### config.mk
export PLATFORM = sky130hd
export DESIGN_NAME = cip_input_path_ctrl
export DESIGN_NICKNAME = d
export VERILOG_FILES = /design/src/common/cip_pkg.sv /design/src/rtl/cip_input_path_ctrl.sv
export SDC_FILE = /design/constraint.sdc
export NUM_CORES = 1
export LEC_CHECK = 0
export BUFFER_PORTS_ARGS = -buffer_cell sky130_fd_sc_hd__buf_2
export CAP_MARGIN = 20
export CELL_PAD_IN_SITES_DETAIL_PLACEMENT = 2
export CELL_PAD_IN_SITES_GLOBAL_PLACEMENT = 2
export CORE_MARGIN = 10
export CORE_UTILIZATION = 32
export CTS_BUF_LIST = sky130_fd_sc_hd__clkbuf_8
export DETAILED_ROUTE_END_ITERATION = 10
export PLACE_DENSITY_LB_ADDON = 0.1
export SETUP_SLACK_MARGIN = 0.3
export SYNTH_ARGS = -nofsm -noshare
export SYNTH_HDL_FRONTEND = slang
export SYNTH_SLANG_ARGS = --single-unit
### constraint.sdc
create_clock -name sys_clk -period 3 [get_ports sys_clk]
set_clock_uncertainty 0.1 [all_clocks]
set_input_delay 0.3 -clock sys_clk [delete_from_list [all_inputs] [get_ports sys_clk]]
set_output_delay 0.3 -clock sys_clk [all_outputs]
set_load 0.005 [all_outputs]
### src/common/cip_pkg.sv
// Constants shared by the codec input path control block
package cip_pkg;

    // ========================================================
    // Register offsets
    localparam logic [7:0] CIP_ADC_POWER    = 8'h03;
    localparam logic [7:0] CIP_PREAMP_GAIN  = 8'h09;
    localparam logic [7:0] CIP_INPUT_SELECT = 8'h0a;
    localparam logic [7:0] CIP_DIFF_MIX     = 8'h0b;
    localparam logic [7:0] CIP_DATA_FORMAT  = 8'h0c;
    localparam logic [7:0] CIP_BYPASS_SEL   = 8'h26;
    localparam logic [7:0] CIP_STATUS       = 8'h3f;

    // ========================================================
    // Reset values
    localparam logic [7:0] CIP_ADC_POWER_RST    = 8'hfc;
    localparam logic [7:0] CIP_PREAMP_GAIN_RST  = 8'h00;
    localparam logic [7:0] CIP_INPUT_SELECT_RST = 8'h00;
    localparam logic [7:0] CIP_DIFF_MIX_RST     = 8'h06;
    localparam logic [7:0] CIP_DATA_FORMAT_RST  = 8'h00;
    localparam logic [7:0] CIP_BYPASS_SEL_RST   = 8'h00;

    // ========================================================
    // Field positions
    localparam int CIP_PDN_LEFT_BIT  = 7;
    localparam int CIP_PDN_RIGHT_BIT = 6;
    localparam int CIP_LSEL_LSB      = 6;
    localparam int CIP_RSEL_LSB      = 4;
    localparam int CIP_PER_CH_BIT    = 3;
    localparam int CIP_RPAIR_BIT     = 2;
    localparam int CIP_PAIR_BIT      = 7;
    localparam int CIP_MONO_LSB      = 3;
    localparam int CIP_TRI_BIT       = 2;
    localparam int CIP_SLOT_LSB      = 6;
    localparam int CIP_LGAIN_LSB     = 4;
    localparam int CIP_RGAIN_LSB     = 0;
    localparam int CIP_LBYP_LSB      = 3;
    localparam int CIP_RBYP_LSB      = 0;

    // ========================================================
    // Field codes and gain figures
    localparam logic [1:0] CIP_SEL_IN1    = 2'h0;
    localparam logic [1:0] CIP_SEL_IN2    = 2'h1;
    localparam logic [1:0] CIP_SEL_DIFF   = 2'h3;
    localparam logic [1:0] CIP_MONO_LEFT  = 2'h1;
    localparam logic [1:0] CIP_MONO_RIGHT = 2'h2;
    localparam logic [1:0] CIP_SLOT_RIGHT = 2'h2;
    localparam logic [1:0] CIP_SLOT_SWAP  = 2'h3;
    localparam logic [2:0] CIP_BYP_RSVD   = 3'h2;
    localparam logic [2:0] CIP_BYP_MAX    = 3'h3;
    localparam logic [3:0] CIP_GAIN_MAX_CODE = 4'h8;
    localparam logic [4:0] CIP_GAIN_STEP_DB  = 5'h03;
    localparam logic [4:0] CIP_GAIN_MAX_DB   = 5'h18;
    localparam int         CIP_SAMPLE_W      = 24;

    // Effective channel source
    typedef enum logic [2:0] {
        CIP_SRC_IN1,
        CIP_SRC_IN2,
        CIP_SRC_DIFF1,
        CIP_SRC_DIFF2,
        CIP_SRC_RSVD
    } cip_src_e;

endpackage

### src/rtl/cip_input_path_ctrl.sv
// Register bank and routing decode for the codec analog input path
`timescale 1ns/1ps

// Behaviour
// - Power bits 7 and 6 power down left and right inputs; default 1.
// - Left select 00 input one, 01 input two, 10 reserved, 11 differential.
// - Right select 00 input one, 01 input two, 10 reserved, 11 differential.
// - Differential select bit 7: 0 first pair, 1 second pair.
// - Both differential with all pair bits zero routes first pair to both.
// - Per-channel bit set: right uses its own pair bit 2.
// - Preamp gain runs from 0 to 24 dB in 3 dB steps.
// - Mono field 00 stereo, 01 mix to left, 10 mix to right ADC.
// - Tri bit releases serial output and turns frame and bit clocks into inputs.
// - Slot field places left or right ADC data, or swaps them.
// - Bypass fields choose the input routed straight to the outputs.
// - Bypass codes 000 input one, 001 input two, 011 after preamp.
module cip_input_path_ctrl
(
    input  wire logic                           sys_clk,                // Clock
    input  wire logic                           rst,                    // Sync reset
    input  wire logic [7:0]                     reg_addr,               // Register address
    input  wire logic [7:0]                     reg_wdata,              // Write data
    input  wire logic                           reg_wr,                 // Write strobe
    input  wire logic                           reg_rd,                 // Read strobe
    output logic      [7:0]                     reg_rdata,              // Read data
    output logic                                left_input_power_down,  // Left input off
    output logic                                right_input_power_down, // Right input off
    output cip_pkg::cip_src_e                   left_source,            // Left source
    output cip_pkg::cip_src_e                   right_source,           // Right source
    output logic      [3:0]                     left_preamp_gain,       // Left gain code
    output logic      [3:0]                     right_preamp_gain,      // Right gain code
    output logic      [4:0]                     left_gain_db,           // Left gain dB
    output logic      [4:0]                     right_gain_db,          // Right gain dB
    output logic                                mono_to_left_adc,       // Mix into left
    output logic                                mono_to_right_adc,      // Mix into right
    input  wire logic [cip_pkg::CIP_SAMPLE_W-1:0] left_adc_sample,      // Left ADC word
    input  wire logic [cip_pkg::CIP_SAMPLE_W-1:0] right_adc_sample,     // Right ADC word
    output logic      [cip_pkg::CIP_SAMPLE_W-1:0] left_slot_data,       // Left slot word
    output logic      [cip_pkg::CIP_SAMPLE_W-1:0] right_slot_data,      // Right slot word
    input  wire logic                           adc_serial_bit,         // Serializer bit
    output logic                                adc_serial_out,         // Serial pin out
    output logic                                adc_serial_out_oe_n,    // Pin enable, low
    output logic                                frame_clocks_are_inputs,// Clock direction
    output logic      [2:0]                     left_bypass_source,     // Left bypass
    output logic      [2:0]                     right_bypass_source,    // Right bypass
    output logic                                route_reserved          // Reserved code seen
);
    import cip_pkg::*;

    // ========================================================
    // State
    typedef struct packed {
        logic [7:0]              adc_power;
        logic [7:0]              preamp_gain;
        logic [7:0]              input_select;
        logic [7:0]              diff_mix;
        logic [7:0]              data_format;
        logic [7:0]              bypass_sel;
        logic [7:0]              rdata;
        cip_src_e                left_src;
        cip_src_e                right_src;
        logic [4:0]              gain_db_l;
        logic [4:0]              gain_db_r;
        logic                    mono_l;
        logic                    mono_r;
        logic [CIP_SAMPLE_W-1:0] slot_l;
        logic [CIP_SAMPLE_W-1:0] slot_r;
        logic                    ser_out;
        logic [7:0]              status;
    } cip_state_s;

    cip_state_s st;
    cip_state_s next_st;

    // Source decode from select field and pair bit
    function automatic cip_src_e src_decode(input logic [1:0] sel, input logic pair);
        cip_src_e s;
        s = CIP_SRC_RSVD;
        unique case (sel)
            CIP_SEL_IN1:  s = CIP_SRC_IN1;
            CIP_SEL_IN2:  s = CIP_SRC_IN2;
            CIP_SEL_DIFF: s = pair ? CIP_SRC_DIFF2 : CIP_SRC_DIFF1;
            default:      s = CIP_SRC_RSVD;
        endcase
        return s;
    endfunction

    // Gain code to dB, clamped at top step
    function automatic logic [4:0] gain_decode(input logic [3:0] code);
        logic [4:0] g;
        g = CIP_GAIN_MAX_DB;
        if (code <= CIP_GAIN_MAX_CODE)
        begin
            g = 5'({1'b0, code} * CIP_GAIN_STEP_DB);
        end
        return g;
    endfunction

    logic [1:0] lsel;
    logic [1:0] rsel;
    logic       lpair;
    logic       rpair;

    // ========================================================
    // Next state
    always_comb
    begin
        next_st = st;
        lsel    = 2'h0;
        rsel    = 2'h0;
        lpair   = 1'b0;
        rpair   = 1'b0;
        next_st.rdata = 8'h00;
        // Register writes
        if (reg_wr)
        begin
            unique case (reg_addr)
                CIP_ADC_POWER:    next_st.adc_power    = reg_wdata;
                CIP_PREAMP_GAIN:  next_st.preamp_gain  = reg_wdata;
                CIP_INPUT_SELECT: next_st.input_select = reg_wdata;
                CIP_DIFF_MIX:     next_st.diff_mix     = reg_wdata;
                CIP_DATA_FORMAT:  next_st.data_format  = reg_wdata;
                CIP_BYPASS_SEL:   next_st.bypass_sel   = reg_wdata;
                default:          next_st.rdata        = 8'h00;
            endcase
        end
        // Register reads, data stand one cycle
        if (reg_rd)
        begin
            unique case (reg_addr)
                CIP_ADC_POWER:    next_st.rdata = st.adc_power;
                CIP_PREAMP_GAIN:  next_st.rdata = st.preamp_gain;
                CIP_INPUT_SELECT: next_st.rdata = st.input_select;
                CIP_DIFF_MIX:     next_st.rdata = st.diff_mix;
                CIP_DATA_FORMAT:  next_st.rdata = st.data_format;
                CIP_BYPASS_SEL:   next_st.rdata = st.bypass_sel;
                CIP_STATUS:       next_st.rdata = st.status;
                default:          next_st.rdata = 8'h00;
            endcase
        end

        lsel  = next_st.input_select[CIP_LSEL_LSB+:2];
        lpair = next_st.diff_mix[CIP_PAIR_BIT];
        next_st.left_src = src_decode(lsel, lpair);
        rsel  = next_st.input_select[CIP_RSEL_LSB+:2];
        rpair = next_st.input_select[CIP_PER_CH_BIT] ?
                next_st.input_select[CIP_RPAIR_BIT] : next_st.diff_mix[CIP_PAIR_BIT];
        next_st.right_src = src_decode(rsel, rpair);

        next_st.gain_db_l = gain_decode(next_st.preamp_gain[CIP_LGAIN_LSB+:4]);
        next_st.gain_db_r = gain_decode(next_st.preamp_gain[CIP_RGAIN_LSB+:4]);

        next_st.mono_l = (next_st.diff_mix[CIP_MONO_LSB+:2] == CIP_MONO_LEFT);
        next_st.mono_r = (next_st.diff_mix[CIP_MONO_LSB+:2] == CIP_MONO_RIGHT);

        unique case (st.data_format[CIP_SLOT_LSB+:2])
            CIP_SLOT_RIGHT:
            begin
                next_st.slot_l = right_adc_sample;
                next_st.slot_r = right_adc_sample;
            end
            CIP_SLOT_SWAP:
            begin
                next_st.slot_l = right_adc_sample;
                next_st.slot_r = left_adc_sample;
            end
            default:
            begin
                next_st.slot_l = left_adc_sample;
                next_st.slot_r = left_adc_sample;
            end
        endcase

        next_st.ser_out = next_st.diff_mix[CIP_TRI_BIT] ? 1'b0 : adc_serial_bit;

        next_st.status = {
            lpair,
            rpair,
            (next_st.bypass_sel[CIP_RBYP_LSB+:3] == CIP_BYP_RSVD) ||
                (next_st.bypass_sel[CIP_RBYP_LSB+:3] > CIP_BYP_MAX),
            (next_st.bypass_sel[CIP_LBYP_LSB+:3] == CIP_BYP_RSVD) ||
                (next_st.bypass_sel[CIP_LBYP_LSB+:3] > CIP_BYP_MAX),
            (next_st.diff_mix[CIP_MONO_LSB+:2] == 2'h3),
            (next_st.right_src == CIP_SRC_RSVD),
            (next_st.left_src == CIP_SRC_RSVD),
            1'b0
        };

        // Reset values
        if (rst)
        begin
            next_st              = '0;
            next_st.adc_power    = CIP_ADC_POWER_RST;
            next_st.preamp_gain  = CIP_PREAMP_GAIN_RST;
            next_st.input_select = CIP_INPUT_SELECT_RST;
            next_st.diff_mix     = CIP_DIFF_MIX_RST;
            next_st.data_format  = CIP_DATA_FORMAT_RST;
            next_st.bypass_sel   = CIP_BYPASS_SEL_RST;
            next_st.left_src     = CIP_SRC_IN1;
            next_st.right_src    = CIP_SRC_IN1;
        end
    end

    // State register
    always_ff @(posedge sys_clk)
    begin
        st <= next_st;
    end

    // ========================================================
    // Outputs
    assign reg_rdata = st.rdata;
    assign left_input_power_down  = st.adc_power[CIP_PDN_LEFT_BIT];
    assign right_input_power_down = st.adc_power[CIP_PDN_RIGHT_BIT];
    assign left_source       = st.left_src;
    assign right_source      = st.right_src;
    assign left_preamp_gain  = st.preamp_gain[CIP_LGAIN_LSB+:4];
    assign right_preamp_gain = st.preamp_gain[CIP_RGAIN_LSB+:4];
    assign left_gain_db      = st.gain_db_l;
    assign right_gain_db     = st.gain_db_r;
    assign mono_to_left_adc  = st.mono_l;
    assign mono_to_right_adc = st.mono_r;
    assign left_slot_data    = st.slot_l;
    assign right_slot_data   = st.slot_r;
    assign adc_serial_out          = st.ser_out;
    assign adc_serial_out_oe_n     = st.diff_mix[CIP_TRI_BIT];
    assign frame_clocks_are_inputs = st.diff_mix[CIP_TRI_BIT];
    assign left_bypass_source  = st.bypass_sel[CIP_LBYP_LSB+:3];
    assign right_bypass_source = st.bypass_sel[CIP_RBYP_LSB+:3];
    assign route_reserved      = |st.status[5:1];

    // ========================================================
    // Assertions
    AST_POWER_WRITE: assert property (@(posedge sys_clk) disable iff (rst)
        reg_wr && reg_addr == CIP_ADC_POWER |=>
            left_input_power_down == $past(reg_wdata[7]) &&
            right_input_power_down == $past(reg_wdata[6]))
        else $error("input power bits do not follow write");

    AST_LEFT_SELECT: assert property (@(posedge sys_clk) disable iff (rst)
        reg_wr && reg_addr == CIP_INPUT_SELECT && reg_wdata[7:6] == 2'h1 |=>
            left_source == CIP_SRC_IN2)
        else $error("left select 01 not input two");

    AST_RIGHT_SELECT: assert property (@(posedge sys_clk) disable iff (rst)
        reg_wr && reg_addr == CIP_INPUT_SELECT && reg_wdata[5:4] == 2'h0 |=>
            right_source == CIP_SRC_IN1)
        else $error("right select 00 not input one");

    AST_LEFT_PAIR: assert property (@(posedge sys_clk) disable iff (rst)
        st.input_select[7:6] == 2'h3 |->
            left_source == (st.diff_mix[7] ? CIP_SRC_DIFF2 : CIP_SRC_DIFF1))
        else $error("left differential pair wrong");

    AST_SHARED_PAIR: assert property (@(posedge sys_clk) disable iff (rst)
        st.input_select[7:4] == 4'hf && st.input_select[3:2] == 2'h0 &&
            !st.diff_mix[7] |-> left_source == CIP_SRC_DIFF1 &&
            right_source == CIP_SRC_DIFF1)
        else $error("shared first pair not on both channels");

    AST_RIGHT_PAIR: assert property (@(posedge sys_clk) disable iff (rst)
        st.input_select[5:4] == 2'h3 && st.input_select[3] |->
            right_source == (st.input_select[2] ? CIP_SRC_DIFF2 : CIP_SRC_DIFF1))
        else $error("right own pair bit ignored");

    AST_GAIN_DB: assert property (@(posedge sys_clk) disable iff (rst)
        reg_wr && reg_addr == CIP_PREAMP_GAIN && reg_wdata[7:4] <= 4'h8 |=>
            left_gain_db == 5'($past(reg_wdata[7:4]) * 3))
        else $error("left gain dB wrong");

    AST_MONO: assert property (@(posedge sys_clk) disable iff (rst)
        mono_to_left_adc == (st.diff_mix[4:3] == 2'h1) &&
            mono_to_right_adc == (st.diff_mix[4:3] == 2'h2))
        else $error("mono routing wrong");

    AST_TRI: assert property (@(posedge sys_clk) disable iff (rst)
        reg_wr && reg_addr == CIP_DIFF_MIX && reg_wdata[2] |=>
            adc_serial_out_oe_n && frame_clocks_are_inputs && !adc_serial_out)
        else $error("tri state not taken");

    AST_SWAP: assert property (@(posedge sys_clk) disable iff (rst)
        st.data_format[7:6] == 2'h3 && !reg_wr |=>
            right_slot_data == $past(left_adc_sample) &&
            left_slot_data == $past(right_adc_sample))
        else $error("slot swap wrong");

    AST_BYPASS: assert property (@(posedge sys_clk) disable iff (rst)
        reg_wr && reg_addr == CIP_BYPASS_SEL |=>
            left_bypass_source == $past(reg_wdata[5:3]) &&
            right_bypass_source == $past(reg_wdata[2:0]))
        else $error("bypass fields not written");

    AST_READ_ONCE: assert property (@(posedge sys_clk) disable iff (rst)
        !reg_rd |=> reg_rdata == 8'h00)
        else $error("read data outside read cycle");

    AST_RIGHT_GAIN: assert property (@(posedge sys_clk) disable iff (rst)
        reg_wr && reg_addr == CIP_PREAMP_GAIN && reg_wdata[3:0] <= 4'h8 |=>
            right_gain_db == 5'($past(reg_wdata[3:0]) * 3))
        else $error("right gain dB wrong");

    AST_GAIN_CLAMP: assert property (@(posedge sys_clk) disable iff (rst)
        reg_wr && reg_addr == CIP_PREAMP_GAIN && reg_wdata[7:4] > 4'h8 |=>
            left_gain_db == 5'h18)
        else $error("left gain above top step not clamped");

    AST_LEFT_IN1: assert property (@(posedge sys_clk) disable iff (rst)
        reg_wr && reg_addr == CIP_INPUT_SELECT && reg_wdata[7:6] == 2'h0 |=>
            left_source == CIP_SRC_IN1)
        else $error("left select 00 not input one");

    AST_RIGHT_IN2: assert property (@(posedge sys_clk) disable iff (rst)
        reg_wr && reg_addr == CIP_INPUT_SELECT && reg_wdata[5:4] == 2'h1 |=>
            right_source == CIP_SRC_IN2)
        else $error("right select 01 not input two");

    AST_TRI_OFF: assert property (@(posedge sys_clk) disable iff (rst)
        reg_wr && reg_addr == CIP_DIFF_MIX && !reg_wdata[2] |=>
            !adc_serial_out_oe_n && !frame_clocks_are_inputs)
        else $error("serial output not driven with tri bit clear");

    AST_READ_DATA: assert property (@(posedge sys_clk) disable iff (rst)
        reg_rd && reg_addr == CIP_DIFF_MIX |=> reg_rdata == $past(st.diff_mix))
        else $error("read data not the register value");

    AST_ROUTE_RSVD: assert property (@(posedge sys_clk) disable iff (rst)
        !route_reserved |-> st.input_select[7:6] != 2'h2 &&
            st.input_select[5:4] != 2'h2 && st.diff_mix[4:3] != 2'h3)
        else $error("reserved route code not flagged");

endmodule // cip_input_path_ctrl

==> out/metrics.csv, run 1 <==
metric,value,unit
drc,0,
cts_hold_buf,63,
synth-edff-count,0,
netlist_instances,706,
die_x,157.5,microns
worstPathArrival,2.59,ns
start_util,32.47,%
die_h,157.5,microns
routed_wl,23160,microns
grt_pass1_wl,35760,microns
grt_overflow_total,0,
rsz0062_at_grt,false,
path_clk_slew,0.08,ns
yosys_warnings,0,
drtIter0Drc,293,
worstReg2RegEnd,right_slot_data[14],
die-area,24820,sq um
syn_avg_cell_area,8.574,sq um
synth_nets,779,
power_density,480.6,nW/um^2
r2r_slack,0.69,ns
finalPower,3.602,mW
hpwl,15890,microns
first_global_vias,6204,
grt_max_degree,47,
finalMaxSlewViolations,0,
crit_start,st[98],
maxSlewHeadroom,60.89,%
fmax,433.5,MHz
rr_worst_depth,6,
ctsResizeCount,0,
crit_fanout,27,
yosysUniqueCellTypes,56,
netlist_area,6053,sq um
routabilityCongestion,0.7930,
p_leak,3.331,nW
status,finished clean,
row_count,50,
drtAntennaViolNets,0,
place_area,6459,sq um
fin_area,7495,sq um
post_cts_buffers,0,
worst_pin_slew,0.5827,ns
peakVddDrop,0.2646,mV
vias,5440,
insertion_delay,0.44,ns
fin_crit,2.307,ns
crit_type,reg -> reg,
min_path_type,in -> reg,
cts_root_buf,clkbuf_8,
required,3.29,ns
via_per_inst,5.014,
pin_count,163,
synth_ff_type,dfxtp_1,
fin_setup_tns,0,ns
finalNetCount,910,
min_period_over_period,76.89,%
yosysSeqAreaShare,42.33,%
numCtsBuffers,17,
dpl.cell_count,988,
stdcell_count,1085,
htreeDepth,4,
cap_violations,0,
async_flop_share,0,%
endpoint_kind,flip-flop,
crit_end,right_slot_data[14],
finalSetupViolCount,0,
cts_tree,yes,
r2r_start,st[98],
cp-start-kind,flip-flop,
drtPass1Iterations,4,
cts_buffer_depth,2,
coreArea,18640,sq um
io_buffers,162,
antenna_found_initial,1,
grt_usage,18.60,%
routedWlPerCell,21.34,microns
final.fill_count,2114,
hold_violations,0,
area_growth,23.81,%
cts_sinks,128,
ys_seq_elements,128,
final_layout_size_suffix_gt1_share,27.53,%
-- area by class of cell --
cell class                 instances  area (sq um)  share of cell area (%)
inverter                          14         52.55                  0.7012
multi-input combinational        434          2616                   34.91
antenna                            1         2.502                 0.03339
tap                              234         292.8                   3.907
clock inverter                    14         140.1                   1.870
timing repair buffer             242          1579                   21.07
clock buffer                      18         247.7                   3.306
sequential                       128          2564                   34.21
-- power by group --
group	total (mW)	switching [mW]	internal [mW]	leakage, nW
sequential	1.74	0.0104	1.73	1.05
combinational	0.346	0.190	0.156	2.09
clock	1.51	0.756	0.757	0.192
-- layout by cell type (no fill, tap or decap), types with 3 or more instances in the layout --
cell / count
mux2i_1: 41
ha_1: 4
a221oi_1: 4
a211oi_1: 4
a31oi_1: 4
clkinvlp_4: 4
inv_1: 15
clkinv_2: 4
a22oi_1: 9
a211o_1: 8
nor2b_1: 11
mux2_2: 8
and4_1: 4
and3_1: 3
nand3b_1: 7
buf_2: 161
nand2_1: 86
nor3b_1: 3
buf_4: 17
dfxtp_1: 127
nor2_1: 88
dlygate4sd3_1: 63
clkbuf_8: 18
and2_1: 4
nand4_1: 6
a32o_1: 3
nand3_1: 20
a21oi_1: 65
o21ai_0: 9
nor3_1: 6
-- critical path, cell delays in order (launching register included) --
cell and delay [ns]:
dfxtp_2 0.34, buf_4 0.43, nor2b_2 0.23, buf_4 0.30
nand2_1 0.12, a21oi_1 0.16, dlygate4sd3_1 0.57
-- cell families (layout without fill, tap and decap cells) --
logic type               after synthesis  in the layout  synth area share (%)
multiplexers                          54             54                 9.735
buffers and inverters                144            288                 14.49
XOR/XNOR                               3              3                0.4341
AND/OR/NAND/NOR                      252            252                 19.57
other                                  0              1                     0
flip-flops                           128            128                 42.33
AO/OA/AOI/OAI                        121            121                 12.61
adder cells (fa/ha/maj)                4              4                0.8268
-- how the worst min path moves through the flow --
stage / start / endpoint / cells after the start / slack [ns]
final: left_adc_sample[7] / left_slot_data[7] / 3 / 0.03
after global routing: left_adc_sample[7] / left_slot_data[7] / 3 / 0.02
after CTS: left_adc_sample[7] / left_slot_data[7] / 3 / 0.001
after detailed placement: st[125] / st[125] / 1 / 0.35
after global placement: st[125] / st[125] / 1 / 0.34
after floorplan: adc_serial_bit / adc_serial_out / 2 / 0.31
-- registers in the layout, summed over array words and instances, names as in the netlist --
name,cells
right_bypass_source,3
left_input_power_down,1
st,36
left_preamp_gain,4
left_slot_data,24
right_gain_db,5
adc_serial_out_oe_n,1
left_source,3
right_slot_data,24
mono_to_left_adc,1
mono_to_right_adc,1
adc_serial_out,1
right_source,3
left_bypass_source,3
right_preamp_gain,4
reg_rdata,8
left_gain_db,5
right_input_power_down,1
-- Yosys cell counts (3+ instances only) --
library cell | number | area [sq um]
clkbuf_1 | 35 | 131.4
and3_1 | 3 | 18.77
a21oi_1 | 65 | 325.3
and4_1 | 4 | 35.03
buf_4 | 88 | 660.6
mux2i_1 | 41 | 410.4
nor3b_1 | 3 | 22.52
a22oi_1 | 9 | 67.56
nand2_1 | 86 | 322.8
a31oi_1 | 4 | 25.02
inv_1 | 14 | 52.55
o21ai_0 | 9 | 45.04
dfxtp_1 | 128 | 2562
nor2b_1 | 12 | 75.07
a211oi_1 | 4 | 30.03
buf_2 | 5 | 25.02
ha_1 | 4 | 50.05
nor3_1 | 6 | 30.03
a32o_1 | 3 | 30.03
a221oi_1 | 4 | 35.03
nand3b_1 | 7 | 52.55
and2_1 | 4 | 25.02
nand3_1 | 20 | 100.1
nand4_1 | 6 | 37.54
mux2_2 | 8 | 90.09
nor2_1 | 88 | 330.3
a211o_1 | 8 | 70.07
-- per-stage QoR --
| step | setup WS (ns) | hold WS (ns) | util (%) |
|---|---|---|---|
| finish | 0.6932 | 0.03477 | 40.20 |
| global route | 0.5675 | 0.02016 | 40.20 |
| CTS | 0.6268 | 0.001164 | 40.11 |
| detailed placement | 0.3380 | 0.3542 | 34.64 |
| global placement | 0.4597 | 0.3385 | 34.64 |
| floorplan | 0.6704 | 0.3120 | - |
-- metal layers --
metal | vias up | track usage (%) | share of wire [%]
met4 | 0 | 6.189 | 2.0
met5 | - | 0 | 0
met3 | 28 | 4.258 | 4.4
met1 | 2706 | 22.88 | 44
met2 | 128 | 31.29 | 50
li1 | 2578 | - | -
(Power assumes the default switching activity.)
==> inputs of run 2 (changes only) <==
==> constraint.sdc (replaced) <==
create_clock -name sys_clk -period 2.27 [get_ports sys_clk]
set_clock_uncertainty 0.1 [all_clocks]
set_input_delay 0.227 -clock sys_clk [delete_from_list [all_inputs] [get_ports sys_clk]]
set_output_delay 0.227 -clock sys_clk [all_outputs]
set_load 0.005 [all_outputs]
==> run 2 against run 1 <==
Net effect:
- critical path depth grew 4
- combinational power grew 30%
- worst setup slack lost 0.39 ns
- routed wire length shrank 2.5%
- non-clock buffer count grew 12
- cell area grew 2.4%
- power grew 31%
- via count grew 0.68%
- die area is the same
==> out/metrics.csv, run 2 (synthesis gave the netlist of run 1 again) <==
metric,value,unit,change
status,finished clean,,
die_x,157.5,microns,unchanged
area_growth,26.83,%,
peakVddDrop,0.3903,mV,+48%
insertion_delay,0.44,ns,about the same
dpl.cell_count,1012,,+2.4%
start_util,32.47,%,unchanged
layout.area.seq,2564,sq um,unchanged
finalNetCount,922,,+1.3%
clkPwrFrac,41.5,%,-0.5 points
cap_violations,0,,unchanged
drtIter0Drc,211,,-28%
multi_input_area,2679,sq um,+2.4%
fmax,507.3,MHz,
routed_wl,22580,microns,-2.5%
swShare,24.86,%,-1.7 points
final_cell_mix,"159 x buf_2, 127 x dfxtp_1, 88 x nor2_1",,
path_clk_slew,0.08,ns,about the same
drtAntennaViolNets,0,,unchanged
pwr-share-seq,48.9,%,+0.5 points
cts_root_buf,clkbuf_8,,
drc,0,,unchanged
p_switching,1.172,mW,+23%
final_layout_size_suffix_gt1_share,31.16,%,+3.6 points
final.fill_count,2108,,-0.28%
hold_violations,0,,unchanged
drtPass1Iterations,4,,unchanged
mostFrequentLayoutCell,buf_2,,
dp_slack,-0.1400,ns,-0.4780 ns
worst_slack,0.2988,ns,-0.3944 ns
worstPathArrival,2.20,ns,-0.39 ns
coreArea,18640,sq um,unchanged
grt_usage,17.95,%,-0.65 points
power_density,614.1,nW/um^2,+28%
min_path_type,in -> reg,,
hpwl,16480,microns,+3.7%
finalMaxSlewViolations,0,,unchanged
p_leak,3.409,nW,+2.3%
cts_tree,yes,,
crit_type,in -> reg,,
antenna_found_initial,1,,unchanged
die_h,157.5,microns,unchanged
largest_register_ffs,36,,unchanged
finalSetupViolCount,0,,unchanged
worst_pin_slew,0.7289,ns,+0.1462 ns
via_per_inst,5.002,,-0.24%
maxSlewHeadroom,51.41,%,-9.5 points
grt_max_degree,60,,+28%
grt_overflow_total,0,,unchanged
io_buffers,162,,unchanged
stdcell_count,1095,,+0.92%
p_comb_share,9.6,%,about the same
first_global_vias,6105,,-1.6%
endpoint_kind,flip-flop,,
cts_sinks,128,,unchanged
required,2.50,ns,-0.79 ns
vias,5477,,+0.68%
crit_fanout,5,,-81%
fin_crit,1.971,ns,
htreeDepth,4,,unchanged
grt_pass1_wl,34530,microns,-3.5%
p_int,3.543,mW,+34%
min_period_over_period,86.84,%,
pin_count,163,,unchanged
rsz0062_at_grt,true,,
row_count,50,,unchanged
routabilityCongestion,0.7959,,+0.37%
die-area,24820,sq um,unchanged
cts_buffer_depth,2,,unchanged
regMostFlops,st,,
cp-start-kind,primary input,,
routedWlPerCell,20.62,microns,-3.4%
numCtsBuffers,17,,unchanged
==> run 2: worst paths after layout <==
| path | endpoint | cells after the start | slack (ns) | startpoint |
|---|---|---|---|---|
| max | right_gain_db[3] | 10 | 0.30 | reg_addr[4] |
| min | st[108] | 3 | 0.05 | reg_wdata[1] |
| max reg2reg | right_gain_db[3] | 6 | 0.55 | right_preamp_gain[2] |
| min reg2reg | st[107] | 2 | 0.37 | st[107] |
==> run 2: layer usage <==
layer	GRT usage, %	vias to the layer above	share of wire, %
met2	30.79	131	50
met4	5.654	0	1.6
li1	-	2595	-
met1	21.55	2724	43
met5	0	-	0
met3	4.394	27	5.1
==> run 2: critical path, stage by stage <==
cell and delay [ns]:
buf_8 0.10, nor4_4 0.36, nand4_2 0.16, buf_6 0.18, mux2_4 0.34, xnor2_2 0.15, ha_2 0.19, nor2b_4 0.12
o311a_1 0.15, a22o_1 0.22
==> run 2: what timing repair did <==
item                                   4_1_cts  5_1_grt
pin swaps                                    1        6
setup buffers                                0        2
endpoints found under the hold margin       49        0
resized for setup                            1       10
gates cloned                                 0        0
hold buffers                                50        0
setup endpoints to repair                    1        3
==> run 2: metrics by stage <==
step / utilization [%] / TNS, ns / area [sq um] / power (mW) / hold WS (ns)
after floorplan: - / 0 / 6107 / 2.569 / 0.2390
after global placement: 36.11 / -0.08343 / 6733 / 2.716 / 0.3382
after detailed placement: 36.11 / -0.2630 / 6733 / 2.732 / 0.3546
after CTS: 40.90 / 0 / 7625 / 4.790 / 0.01103
after global routing: 41.18 / 0 / 7677 / 4.930 / 0.03331
final: 41.18 / 0 / 7677 / 4.715 / 0.04598
==> run 2: final cells by class <==
cell class | count | share of cell area [%]
multi-input cells | 434 | 34.89
inverters | 14 | 0.6845
well taps | 234 | 3.814
clock buffers | 20 | 3.585
diodes | 1 | 0.03259
flip-flops and latches | 128 | 33.39
repair buffers | 254 | 22.13
clock inverters | 10 | 1.467
==> run 2: power groups by stage <==
stage	combinational, mW	clock (mW)	sequential, mW
floorplan	0.217	0	2.35
global placement	0.361	0	2.35
detailed placement	0.375	0	2.36
CTS	0.447	2.04	2.30
global route	0.494	2.13	2.31
finish	0.451	1.96	2.31
